File: config.mk
export PLATFORM = sky130hd
export DESIGN_NAME = front_panel_menu_controller
export DESIGN_NICKNAME = d
export VERILOG_FILES = /design/src/design/front_panel_menu_controller.v
export VERILOG_INCLUDE_DIRS = /design/src /design/src/design
export SDC_FILE = /design/constraint.sdc
export NUM_CORES = 2
export LEC_CHECK = 0
export ABC_AREA = 1
export BUFFER_PORTS_ARGS = -buffer_cell sky130_fd_sc_hd__clkbuf_2
export CAP_MARGIN = 30
export CORE_MARGIN = 2
export CORE_UTILIZATION = 25
export CTS_CLUSTER_DIAMETER = 50
export CTS_CLUSTER_SIZE = 28
export DETAILED_ROUTE_END_ITERATION = 6
export PLACE_DENSITY = 0.44
export REMOVE_ABC_BUFFERS = 1
export SLEW_MARGIN = 15
export SYNTH_ARGS = -nofsm -noshare
export SYNTH_HDL_FRONTEND = slang
export SYNTH_SLANG_ARGS = --single-unit
File: constraint.sdc
create_clock -name clk_in -period 42.4 [get_ports clk_in]
set_input_delay 4.24 -clock clk_in [delete_from_list [all_inputs] [get_ports clk_in]]
set_output_delay 4.24 -clock clk_in [all_outputs]
set_load 0.1 [all_outputs]
File: src/design/panel_consts.vh
`ifndef PANEL_CONSTS_VH
`define PANEL_CONSTS_VH

// system clock and the millisecond tick that times every hold
`define CLK_HZ 10000000
`define TICK_CYCLES (`CLK_HZ / 1000)

// durations in milliseconds (one tick each)
`define T_DEBOUNCE_MS 10
`define T_BROWSE_AUTO_MS 5000
`define T_AUTO_STEP_MS 1000
`define T_HI_ADJ_MS 10000
`define T_CODE_HOLD_MS 3000
`define T_QUIET_OUT_MS 3000
`define T_EVAL_MS 2000
`define T_EXIT_HOLD_MS 3000

// reset values
`define HI_IDLE_DEF 16'h03e8
`define CODE_FIRST 16'h1000
`define TIME_DEF 16'h1200
`define DATE_DEF 16'h0101
`define CAL_DEF 16'h0000
`define KNOB_RPM_STEP 16'h000a
`define LOG_DEPTH 10

// program codes
`define PC_FAULTS 16'h1110
`define PC_MAXRPM 16'h1120
`define PC_SWREV 16'h1130
`define PC_CLOCK 16'h2110
`define PC_DATE 16'h2120
`define PC_CLRLOG 16'h2130
`define PC_RPMCAL 16'h2140

// register byte offsets
`define REG_PUMP_HRS 8'h00
`define REG_ENG_HRS 8'h04
`define REG_LAST_INC 8'h08
`define REG_CURR_INC 8'h0c
`define REG_TIME 8'h10
`define REG_DATE 8'h14
`define REG_HI_IDLE 8'h18
`define REG_RPM_CAL 8'h1c
`define REG_STATUS 8'h20
`define REG_MAX_RPM 8'h24

// message display codes
`define MSG_TIME 5'h00
`define MSG_PUMP 5'h01
`define MSG_ENG 5'h02
`define MSG_LAST 5'h03
`define MSG_CURR 5'h04
`define MSG_TRANS 5'h05
`define MSG_BLANK 5'h06
`define MSG_WRONG 5'h07
`define MSG_FDATE 5'h08
`define MSG_FTIME 5'h09
`define MSG_MAXRPM 5'h0a
`define MSG_SWREV 5'h0b
`define MSG_CLOCK 5'h0c
`define MSG_DATE 5'h0d
`define MSG_NO 5'h0e
`define MSG_YES 5'h0f
`define MSG_CAL 5'h10

// numeric display formats
`define FMT_BIN 2'h0
`define FMT_BCD 2'h1
`define FMT_DASH 2'h2

`endif

File: src/design/front_panel_menu_controller.v
// How it works
// - menu opens hours browsing only at idle
// - browsing shows hours and label, read only
// - menu press steps pump, engine, last, current, trans
// - menu held five seconds auto-cycles records
// - silence press leaves browsing to normal
// - log fault with date, time; keep ten newest
// - high-idle switch on while running commands setpoint
// - setpoint resets to about 1000 rpm
// - idle held ten seconds in high idle adjusts
// - idle release stores current speed as setpoint
// - silence held three seconds shows four dashes
// - three quiet seconds abandon code entry, programming
// - first menu shows 1000, then increments first digit
// - silence, menu, silence step digits two to four
// - pause shows value if valid, else wrong code
// - silence selects digit, menu changes digit or option
// - code 1110 shows faults, alternating date and time
// - 1120 shows tracked max rpm, 1130 revision
// - 2110 edits clock, 2120 edits date
// - 2130 yes erases the whole fault log
// - 2140 adjusts rpm digits to match tachometer
// - silence then menu held three seconds exits
//
// Chosen here: the AHB-Lite interface to the registers and the register addresses.
`include "panel_consts.vh"
`timescale 1ns/1ns
`default_nettype none
module front_panel_menu_controller #(
  parameter integer TICK_CYCLES = `TICK_CYCLES,
  parameter integer AUTO_HOLD_MS = `T_BROWSE_AUTO_MS,
  parameter integer HI_ADJ_MS = `T_HI_ADJ_MS,
  parameter [15:0] HI_IDLE_DEF = `HI_IDLE_DEF,
  parameter [15:0] SW_REV = 16'h0a5c // arbitrary value
)(
  // clock and reset
  input wire clk_in,
  input wire reset_in,
  // ahb-lite slave
  input wire hsel_in,
  input wire [31:0] haddr_in,
  input wire [1:0] htrans_in,
  input wire hwrite_in,
  input wire [2:0] hsize_in,
  input wire hready_in,
  input wire [31:0] hwdata_in,
  output wire [31:0] hrdata_out,
  output wire hreadyout_out,
  output wire hresp_out,
  // front panel
  input wire menu_btn_in,
  input wire silence_btn_in,
  input wire idle_btn_in,
  input wire knob_step_in,
  input wire knob_up_in,
  input wire high_idle_sw_in,
  // engine side
  input wire engine_idle_in,
  input wire engine_running_in,
  input wire pump_enables_in,
  input wire [15:0] rpm_in,
  input wire [15:0] trans_temp_in,
  input wire fault_event_in,
  input wire [7:0] fault_code_in,
  // displays and commands
  output wire [15:0] num_disp_out,
  output wire [1:0] num_fmt_out,
  output wire [4:0] msg_out,
  output wire [15:0] msg_val_out,
  output wire [1:0] sel_digit_out,
  output wire [2:0] mode_out,
  output wire [15:0] speed_cmd_out,
  output wire high_idle_out,
  output wire pump_permit_indicator_out,
  output wire [15:0] rpm_cal_out
);
  localparam [2:0] ST_NORM = 3'h0;
  localparam [2:0] ST_BROWSE = 3'h1;
  localparam [2:0] ST_DASH = 3'h2;
  localparam [2:0] ST_ENTRY = 3'h3;
  localparam [2:0] ST_SHOW = 3'h4;
  localparam [2:0] ST_WRONG = 3'h5;
  localparam [15:0] TICK_M1 = TICK_CYCLES[15:0] - 16'h0001;
  localparam [15:0] AUTO_M1 = AUTO_HOLD_MS[15:0] - 16'h0001;
  localparam [15:0] HIADJ_M1 = HI_ADJ_MS[15:0] - 16'h0001;
  localparam [15:0] CODE_M1 = `T_CODE_HOLD_MS - 1;
  localparam [15:0] EXIT_M1 = `T_EXIT_HOLD_MS - 1;
  localparam [15:0] QUIET_M1 = `T_QUIET_OUT_MS - 1;
  localparam [15:0] EVAL_M1 = `T_EVAL_MS - 1;
  localparam [15:0] STEP_M1 = `T_AUTO_STEP_MS - 1;
  localparam [15:0] DEB_M1 = `T_DEBOUNCE_MS - 1;
  localparam [3:0] LOG_LAST = `LOG_DEPTH - 1;

  // bcd digit increment, digit 0 is the leftmost
  function [15:0] inc_dig;
    input [15:0] v;
    input [1:0] p;
    reg [3:0] d;
    begin
      inc_dig = v;
      d = v[{~p, 2'b00} +: 4];
      inc_dig[{~p, 2'b00} +: 4] = (d >= 4'h9) ? 4'h0 : d + 4'h1;
    end
  endfunction

  function code_ok;
    input [15:0] c;
    begin
      code_ok = (c == `PC_FAULTS) || (c == `PC_MAXRPM) || (c == `PC_SWREV) ||
        (c == `PC_CLOCK) || (c == `PC_DATE) || (c == `PC_CLRLOG) || (c == `PC_RPMCAL);
    end
  endfunction

  // millisecond tick; every hold and timeout counts these
  reg [15:0] div_q;
  reg tick_q;
  always @(posedge clk_in or posedge reset_in) begin
    if (reset_in) begin
      div_q <= 16'h0000;
      tick_q <= 1'b0;
    end else begin
      tick_q <= (div_q == TICK_M1);
      div_q <= (div_q == TICK_M1) ? 16'h0000 : div_q + 16'h0001;
    end
  end

  // per button: sample, debounce, edge, hold time since the edge
  wire [2:0] btn_raw = {idle_btn_in, silence_btn_in, menu_btn_in};
  wire [2:0] press;
  wire [2:0] held;
  wire [47:0] hold_ms;
  genvar gi;
  generate
    for (gi = 0; gi < 3; gi = gi + 1) begin : g_btn
      reg smp_q;
      reg db_q;
      reg pr_q;
      reg [15:0] deb_q;
      reg [15:0] hold_q;
      always @(posedge clk_in or posedge reset_in) begin
        if (reset_in) begin
          smp_q <= 1'b0;
          db_q <= 1'b0;
          pr_q <= 1'b0;
          deb_q <= 16'h0000;
          hold_q <= 16'h0000;
        end else begin
          smp_q <= btn_raw[gi];
          pr_q <= 1'b0;
          if (smp_q == db_q) begin
            deb_q <= 16'h0000;
          end else if (tick_q) begin
            if (deb_q == DEB_M1) begin
              db_q <= smp_q;
              pr_q <= smp_q;
              deb_q <= 16'h0000;
            end else begin
              deb_q <= deb_q + 16'h0001;
            end
          end
          if (!db_q) begin
            hold_q <= 16'h0000;
          end else if (tick_q && hold_q != 16'hffff) begin
            hold_q <= hold_q + 16'h0001;
          end
        end
      end
      assign press[gi] = pr_q;
      assign held[gi] = db_q;
      assign hold_ms[gi*16 +: 16] = hold_q;
    end
  endgenerate
  wire [15:0] menu_ms = hold_ms[15:0];
  wire [15:0] sil_ms = hold_ms[31:16];
  wire [15:0] idle_ms = hold_ms[47:32];

  // control state
  reg [2:0] st_q;
  reg [2:0] rec_q;
  reg auto_q;
  reg [15:0] quiet_q;
  reg [15:0] rot_q;
  reg alt_q;
  reg [15:0] code_q;
  reg [1:0] step_q;
  reg [1:0] sel_q;
  reg opt_q;
  reg [3:0] fidx_q;
  reg [3:0] wr_q;
  reg [3:0] cnt_q;
  reg [15:0] hrs_q [0:3];
  reg [15:0] time_q;
  reg [15:0] date_q;
  reg [15:0] cal_q;
  reg [15:0] maxrpm_q;
  reg [15:0] setpt_q;
  reg [15:0] tgt_q;
  reg hi_on_q;
  reg adj_q;
  reg sw_q;
  reg wpend_q;
  reg [7:0] wa_q;
  reg [31:0] hrdata_q;
  reg [39:0] log_mem [0:`LOG_DEPTH-1];

  wire active = |press | |held;
  wire quiet_hit = tick_q && !active && quiet_q == QUIET_M1;
  wire eval_hit = tick_q && !active && quiet_q == EVAL_M1;
  wire rot_p = tick_q && rot_q == STEP_M1;
  wire menu_auto = tick_q && held[0] && menu_ms == AUTO_M1;
  wire code_hold = tick_q && held[1] && sil_ms == CODE_M1;
  wire exit_hold = tick_q && held[1] && held[0] && sil_ms >= menu_ms && menu_ms == EXIT_M1;
  wire hi_adj_hit = tick_q && held[2] && idle_ms == HIADJ_M1;
  wire clr_log = st_q == ST_SHOW && code_q == `PC_CLRLOG && press[0] && !opt_q;
  wire log_wr = fault_event_in;
  wire [4:0] rp_w = (wr_q > fidx_q) ? {1'b0, wr_q} - {1'b0, fidx_q} - 5'h01
                                     : {1'b0, wr_q} + 5'h09 - {1'b0, fidx_q};
  wire [39:0] log_rd = log_mem[rp_w[3:0]];
  wire bus_go = hsel_in && htrans_in[1] && hready_in;

  // fault log storage, oldest slot overwritten first
  always @(posedge clk_in) begin
    if (log_wr) begin
      log_mem[wr_q] <= {fault_code_in, date_q, time_q};
    end
  end

  // panel state machine, high idle and bus writes
  always @(posedge clk_in or posedge reset_in) begin
    if (reset_in) begin
      st_q <= ST_NORM;
      rec_q <= 3'h0;
      auto_q <= 1'b0;
      quiet_q <= 16'h0000;
      rot_q <= 16'h0000;
      alt_q <= 1'b0;
      code_q <= 16'h0000;
      step_q <= 2'h0;
      sel_q <= 2'h0;
      opt_q <= 1'b0;
      fidx_q <= 4'h0;
      wr_q <= 4'h0;
      cnt_q <= 4'h0;
      hrs_q[0] <= 16'h0000;
      hrs_q[1] <= 16'h0000;
      hrs_q[2] <= 16'h0000;
      hrs_q[3] <= 16'h0000;
      time_q <= `TIME_DEF;
      date_q <= `DATE_DEF;
      cal_q <= `CAL_DEF;
      maxrpm_q <= 16'h0000;
      setpt_q <= HI_IDLE_DEF;
      tgt_q <= HI_IDLE_DEF;
      hi_on_q <= 1'b0;
      adj_q <= 1'b0;
      sw_q <= 1'b0;
      wpend_q <= 1'b0;
      wa_q <= 8'h00;
    end else begin
      // quiet time since last button activity
      quiet_q <= active ? 16'h0000 : (tick_q && quiet_q != 16'hffff) ? quiet_q + 16'h0001 : quiet_q;
      if (tick_q) begin
        rot_q <= (rot_q == STEP_M1) ? 16'h0000 : rot_q + 16'h0001;
      end
      if (rot_p) begin
        alt_q <= ~alt_q;
      end
      if (rpm_in > maxrpm_q) begin
        maxrpm_q <= rpm_in;
      end
      // log pointers; a fault in the clearing cycle still lands
      if (clr_log) begin
        cnt_q <= log_wr ? 4'h1 : 4'h0;
      end else if (log_wr && cnt_q != `LOG_DEPTH) begin
        cnt_q <= cnt_q + 4'h1;
      end
      if (log_wr) begin
        wr_q <= (wr_q == LOG_LAST) ? 4'h0 : wr_q + 4'h1;
      end
      // high idle starts on the switch edge only when running; drops whenever the switch is low
      sw_q <= high_idle_sw_in;
      if (!high_idle_sw_in) begin
        hi_on_q <= 1'b0;
        adj_q <= 1'b0;
      end else if (!sw_q && engine_running_in) begin
        hi_on_q <= 1'b1;
      end
      if (hi_on_q && !adj_q && hi_adj_hit) begin
        adj_q <= 1'b1;
        tgt_q <= setpt_q;
      end
      if (adj_q && knob_step_in) begin
        tgt_q <= knob_up_in ? tgt_q + `KNOB_RPM_STEP :
                 (tgt_q > `KNOB_RPM_STEP) ? tgt_q - `KNOB_RPM_STEP : 16'h0000;
      end
      if (adj_q && high_idle_sw_in && !held[2]) begin
        adj_q <= 1'b0;
        setpt_q <= rpm_in;
      end
      case (st_q)
        ST_NORM: begin
          if (code_hold) begin
            st_q <= ST_DASH;
          end else if (press[0] && engine_idle_in) begin
            st_q <= ST_BROWSE;
            rec_q <= 3'h0;
            auto_q <= 1'b0;
          end
        end
        ST_BROWSE: begin
          if (press[1]) begin
            st_q <= ST_NORM;
          end else if (press[0]) begin
            auto_q <= 1'b0;
            rec_q <= (rec_q == 3'h4) ? 3'h0 : rec_q + 3'h1;
          end else begin
            if (menu_auto) begin
              auto_q <= 1'b1;
            end
            if (auto_q && rot_p) begin
              rec_q <= (rec_q == 3'h4) ? 3'h0 : rec_q + 3'h1;
            end
          end
        end
        ST_DASH: begin
          if (exit_hold || quiet_hit) begin
            st_q <= ST_NORM;
          end else if (press[0]) begin
            st_q <= ST_ENTRY;
            code_q <= `CODE_FIRST;
            step_q <= 2'h0;
          end
        end
        ST_ENTRY: begin
          if (exit_hold) begin
            st_q <= ST_NORM;
          end else if (eval_hit) begin
            st_q <= code_ok(code_q) ? ST_SHOW : ST_WRONG;
            sel_q <= 2'h0;
            opt_q <= 1'b0;
            fidx_q <= 4'h0;
          end else if (press[0]) begin
            if (step_q == 2'h1) begin
              step_q <= 2'h2;
              code_q <= inc_dig(code_q, 2'h2);
            end else if (step_q != 2'h3) begin
              code_q <= inc_dig(code_q, step_q);
            end
          end else if (press[1]) begin
            if (!step_q[0]) begin
              step_q <= step_q + 2'h1;
              code_q <= inc_dig(code_q, step_q + 2'h1);
            end else begin
              code_q <= inc_dig(code_q, step_q);
            end
          end
        end
        ST_SHOW: begin
          if (exit_hold) begin
            st_q <= ST_NORM;
          end else if (quiet_hit) begin
            st_q <= ST_NORM;
          end else if (press[1]) begin
            sel_q <= sel_q + 2'h1;
          end else if (press[0]) begin
            case (code_q)
              `PC_FAULTS: fidx_q <= (fidx_q + 4'h1 >= cnt_q) ? 4'h0 : fidx_q + 4'h1;
              `PC_CLOCK: time_q <= inc_dig(time_q, sel_q);
              `PC_DATE: date_q <= inc_dig(date_q, sel_q);
              `PC_CLRLOG: opt_q <= ~opt_q;
              `PC_RPMCAL: cal_q <= inc_dig(cal_q, sel_q);
              default: opt_q <= opt_q;
            endcase
          end
        end
        ST_WRONG: begin
          if (exit_hold || quiet_hit) begin
            st_q <= ST_NORM;
          end
        end
        default: st_q <= ST_NORM;
      endcase
      // bus write data phase; software may preload hour records
      wpend_q <= bus_go && hwrite_in;
      if (bus_go) begin
        wa_q <= haddr_in[7:0];
      end
      if (wpend_q) begin
        case ({wa_q[7:2], 2'b00})
          `REG_PUMP_HRS: hrs_q[0] <= hwdata_in[15:0];
          `REG_ENG_HRS: hrs_q[1] <= hwdata_in[15:0];
          `REG_LAST_INC: hrs_q[2] <= hwdata_in[15:0];
          `REG_CURR_INC: hrs_q[3] <= hwdata_in[15:0];
          `REG_TIME: time_q <= hwdata_in[15:0];
          `REG_DATE: date_q <= hwdata_in[15:0];
          `REG_HI_IDLE: setpt_q <= hwdata_in[15:0];
          `REG_RPM_CAL: cal_q <= hwdata_in[15:0];
          default: ; // status, max rpm and unmapped offsets ignore writes
        endcase
      end
    end
  end

  // read mux, sampled in the address phase for zero-wait answers
  reg [31:0] rd_mux;
  always @* begin
    case ({haddr_in[7:2], 2'b00})
      `REG_PUMP_HRS: rd_mux = {16'h0000, hrs_q[0]};
      `REG_ENG_HRS: rd_mux = {16'h0000, hrs_q[1]};
      `REG_LAST_INC: rd_mux = {16'h0000, hrs_q[2]};
      `REG_CURR_INC: rd_mux = {16'h0000, hrs_q[3]};
      `REG_TIME: rd_mux = {16'h0000, time_q};
      `REG_DATE: rd_mux = {16'h0000, date_q};
      `REG_HI_IDLE: rd_mux = {16'h0000, setpt_q};
      `REG_RPM_CAL: rd_mux = {16'h0000, cal_q};
      `REG_STATUS: rd_mux = {20'h00000, cnt_q, 3'h0, adj_q, hi_on_q, st_q};
      `REG_MAX_RPM: rd_mux = {16'h0000, maxrpm_q};
      default: rd_mux = 32'h00000000;
    endcase
  end

  always @(posedge clk_in or posedge reset_in) begin
    if (reset_in) begin
      hrdata_q <= 32'h00000000;
    end else if (bus_go && !hwrite_in) begin
      hrdata_q <= rd_mux;
    end
  end

  // display and command registers; browsing only reads stored hours and the live trans_temp_in
  reg [15:0] num_q;
  reg [1:0] fmt_q;
  reg [4:0] msg_q;
  reg [15:0] mval_q;
  reg [15:0] spd_q;
  reg permit_q;
  reg rdy_q;
  always @(posedge clk_in or posedge reset_in) begin
    if (reset_in) begin
      num_q <= 16'h0000;
      fmt_q <= `FMT_BIN;
      msg_q <= `MSG_TIME;
      mval_q <= 16'h0000;
      spd_q <= 16'h0000;
      permit_q <= 1'b0;
      rdy_q <= 1'b1;
    end else begin
      rdy_q <= 1'b1;
      spd_q <= hi_on_q ? (adj_q ? tgt_q : setpt_q) : 16'h0000;
      permit_q <= pump_enables_in && !hi_on_q;
      num_q <= rpm_in;
      fmt_q <= `FMT_BIN;
      msg_q <= alt_q ? `MSG_DATE : `MSG_TIME;
      mval_q <= alt_q ? date_q : time_q;
      case (st_q)
        ST_BROWSE: begin
          num_q <= (rec_q == 3'h4) ? trans_temp_in : hrs_q[rec_q[1:0]];
          msg_q <= `MSG_PUMP + {2'b00, rec_q};
        end
        ST_DASH: begin
          fmt_q <= `FMT_DASH;
          msg_q <= `MSG_BLANK;
        end
        ST_ENTRY: begin
          num_q <= code_q;
          fmt_q <= `FMT_BCD;
          msg_q <= `MSG_BLANK;
        end
        ST_WRONG: begin
          msg_q <= `MSG_WRONG;
          fmt_q <= `FMT_DASH;
        end
        ST_SHOW: begin
          fmt_q <= `FMT_BCD;
          case (code_q)
            `PC_FAULTS: begin
              num_q <= (cnt_q == 4'h0) ? 16'h0000 : {8'h00, log_rd[39:32]};
              msg_q <= alt_q ? `MSG_FTIME : `MSG_FDATE;
              mval_q <= alt_q ? log_rd[15:0] : log_rd[31:16];
            end
            `PC_MAXRPM: begin
              num_q <= maxrpm_q;
              fmt_q <= `FMT_BIN;
              msg_q <= `MSG_MAXRPM;
            end
            `PC_SWREV: begin
              num_q <= SW_REV;
              msg_q <= `MSG_SWREV;
            end
            `PC_CLOCK: begin
              num_q <= time_q;
              msg_q <= `MSG_CLOCK;
            end
            `PC_DATE: begin
              num_q <= date_q;
              msg_q <= `MSG_DATE;
            end
            `PC_CLRLOG: msg_q <= opt_q ? `MSG_YES : `MSG_NO;
            default: begin
              num_q <= cal_q;
              msg_q <= `MSG_CAL;
            end
          endcase
        end
        default: fmt_q <= `FMT_BIN;
      endcase
    end
  end

  assign hrdata_out = hrdata_q;
  assign hreadyout_out = rdy_q;
  assign hresp_out = 1'b0;
  assign num_disp_out = num_q;
  assign num_fmt_out = fmt_q;
  assign msg_out = msg_q;
  assign msg_val_out = mval_q;
  assign sel_digit_out = sel_q;
  assign mode_out = st_q;
  assign speed_cmd_out = spd_q;
  assign high_idle_out = hi_on_q;
  assign pump_permit_indicator_out = permit_q;
  assign rpm_cal_out = cal_q;
endmodule
`default_nettype wire

==> flow_summary.ini <==
[status]
outcome = finished, final reports clean

[global_route]
grt_pass1_wl_mm = 243
track_usage = 0.183
grt_use_met3 = 0.0283
antenna_found_initial = 17
grt_start_max_net_pins = 151
first_global_vias = 35400
grt-ovfl-total = 0
top_usage_layer = met2
met1_usage = 0.228
grtUsageMet2 = 0.306

[clock_network]
numCtsBuffers = 109
ctsResizeCount = 0
clock_path_buffers = 3
clock_sinks = 837
cts_root_buf = clkbuf_16
insertion_delay_ps = 760
cts.reportedPaths.clkPinSlew_ps = 60
h-tree-depth = 3
cts_hold_repair.buffers = 0
cts_setup_buffers = 0
tritoncts = yes

[worst_setup_path]
crit_buf_inv = 1
critPathMaxFanout = 6
cp-start-kind = flip-flop
critPathKind = reg2out
worstPathCellList = clkbuf_2
worstPathRequired_ps = 38160
endpoint_kind = primary output
slowest_stage = dfrtp_1
crit_path_max_incr_delay_ps = 870
arrival_ps = 2220
cp_top_family = flip-flops

[place]
hpwlAfterDp_mm = 114
place_congestion = 0.946
place_area_sq_um = 47200
io_buffers = 171

[power_and_ir_drop]
switchingPower_mw = 1.18
comb_power_share = 0.317
p_int_mw = 1.75
pwr_density_cell_nw_per_um2 = 57.3
p_seq_frac = 0.352
peakVddDrop_uv = 123
switching_share = 0.402
p_leak_nw = 21.7
clockPowerShare = 0.331

[cells_and_area]
nets = 5534
final_layout_size_suffix_gt1_frac = 0.103
final_common_cell = nand2_1
final_area_sq_um = 51100
most-common-layout-cells = nand2_1, nand3_1, inv_1
syn_to_final_growth_pct = 16.5

[timing]
fin_skew_ps = 39.1
hold_violations = 0
worst_pin_slew_ps = 1030
maxSlewHeadroom = 0.316
tns_ps = 0
rsz0062_at_grt = no
fmax_mhz = 155
period_needed_ps = 6460
setup_viol = 0
final_max_slew_viol_count = 0
finalCritPeriodShare = 0.152

[worst_hold_path]
hold_class = reg2reg

[die]
num_io_pins = 236
chipHeight_um = 423
rows = 153
core_sq_um = 174000
die_area_sq_um = 179000
initial_core_util = 0.252
die_w_um = 423

[route]
avgViaCountPerCell = 4.79
ant_nets = 0
drc = 0
wire_per_inst_um = 21.6
vias = 37100
drt_first_pass_iters = 5
drt_iter0_drc = 3023
wl_mm = 167

[synthesis]
seq_area_frac_synth = 0.524
synth_edf_count = 400
yosys_most_used_dff = dfrtp_1
async_flop_share = 0.522
synthCells = 5173
syn-cell-area_sq_um = 43900
synth_cell_types = 71
synth_area_per_cell_sq_um = 8.48
yosys_warnings = 0
ys_seq_elements = 837

[job]
maxCapViolations = 0
==> stage by stage <==
stage	instances	util	hold WS [ps]	total power [mW]	setup slack [ps]
global placement	7522	0.271	451	1.99	34680
detailed placement	7524	0.271	460	1.99	34700
finish	7736	0.294	466	2.93	35940
global route	7734	0.294	493	3.10	35520
floorplan	4965	-	425	1.64	26010
CTS	7728	0.293	468	2.97	35510
==> worst paths after layout <==
path,cells after the start,from,endpoint,slack [ps]
worst min register to register,1,div_q[0],div_q[0],470
worst max-delay path,1,rpm_cal_out[13],rpm_cal_out[13],35940
worst max register to register,16,fidx_q[0],num_disp_out[3],37960
min in group asynchronous,2,reset_in,pump_permit_indicator_out,3590
worst min-delay path,1,div_q[0],div_q[0],470
max in group asynchronous,6,reset_in,msg_out[0],36030
==> kinds of logic (layout without fill, tap and decap cells) <==
group,count (synthesis),after routing,synth area share
AO/OA/AOI/OAI,839,839,0.110
XOR/XNOR,52,52,0.0104
adder cells (fa/ha/maj),98,98,0.0285
buffers and inverters,796,1012,0.0733
flip-flops,837,837,0.524
multiplexers,10,10,0.00234
other,2,24,0.000171
AND/OR/NAND/NOR,2539,2539,0.252
==> metal layers <==
| metal | wire [um] | part of all wire |
|---|---|---|
| met3 | 7690 | 0.046 |
| met1 | 69700 | 0.42 |
| met4 | 8740 | 0.052 |
| met2 | 80700 | 0.48 |
| met5 | 40 | 0.00024 |
==> area by class of cell <==
type                    instances  area (sq um)
fillers                     18500        123000
flip-flops and latches        837         23000
multi-input cells            3556         17800
well taps                    2325          2910
clock buffers                 121          2860
inverters                     572          2160
repair buffers                236          1380
clock inverters                83           948
diodes                          6          15.0
==> synth_stat cells, drive strengths merged, types with 10 or more instances <==
master / instances / area (sq um)
nand2: 1282 / 4890
inv: 564 / 2120
nand3: 561 / 2850
nor2: 435 / 1710
dfrtp: 421 / 10500
edfxtp: 400 / 12000
o21ai: 390 / 1960
a21oi: 197 / 990
clkbuf: 123 / 462
nand4: 103 / 663
buf: 101 / 606
nor3: 100 / 532
ha: 95 / 1190
o211ai: 71 / 533
o22ai: 61 / 382
xor2: 44 / 385
nor4: 28 / 188
dfstp: 16 / 420
a22oi: 14 / 105
a211oi: 13 / 97.6
a221oi: 12 / 105
o31ai: 11 / 82.6
a21boi: 10 / 75.1
a31oi: 10 / 68.8
==> registers in the layout, indices dropped and copies added (netlist names), 48 cells and up <==
signal / cells
hrs_q: 64
g_btn.hold_q: 48
g_btn.deb_q: 48
log_mem: 400
==> power groups by stage <==
stage               sequential, mW  combinational, mW  clock [mW]
floorplan                     1.07              0.567           0
global placement              1.04              0.941           0
detailed placement            1.05              0.947           0
CTS                           1.03              0.948       0.993
global route                  1.04               1.04        1.03
finish                        1.03              0.926       0.968
No activity file was read; power rests on OpenSTA's default activity.
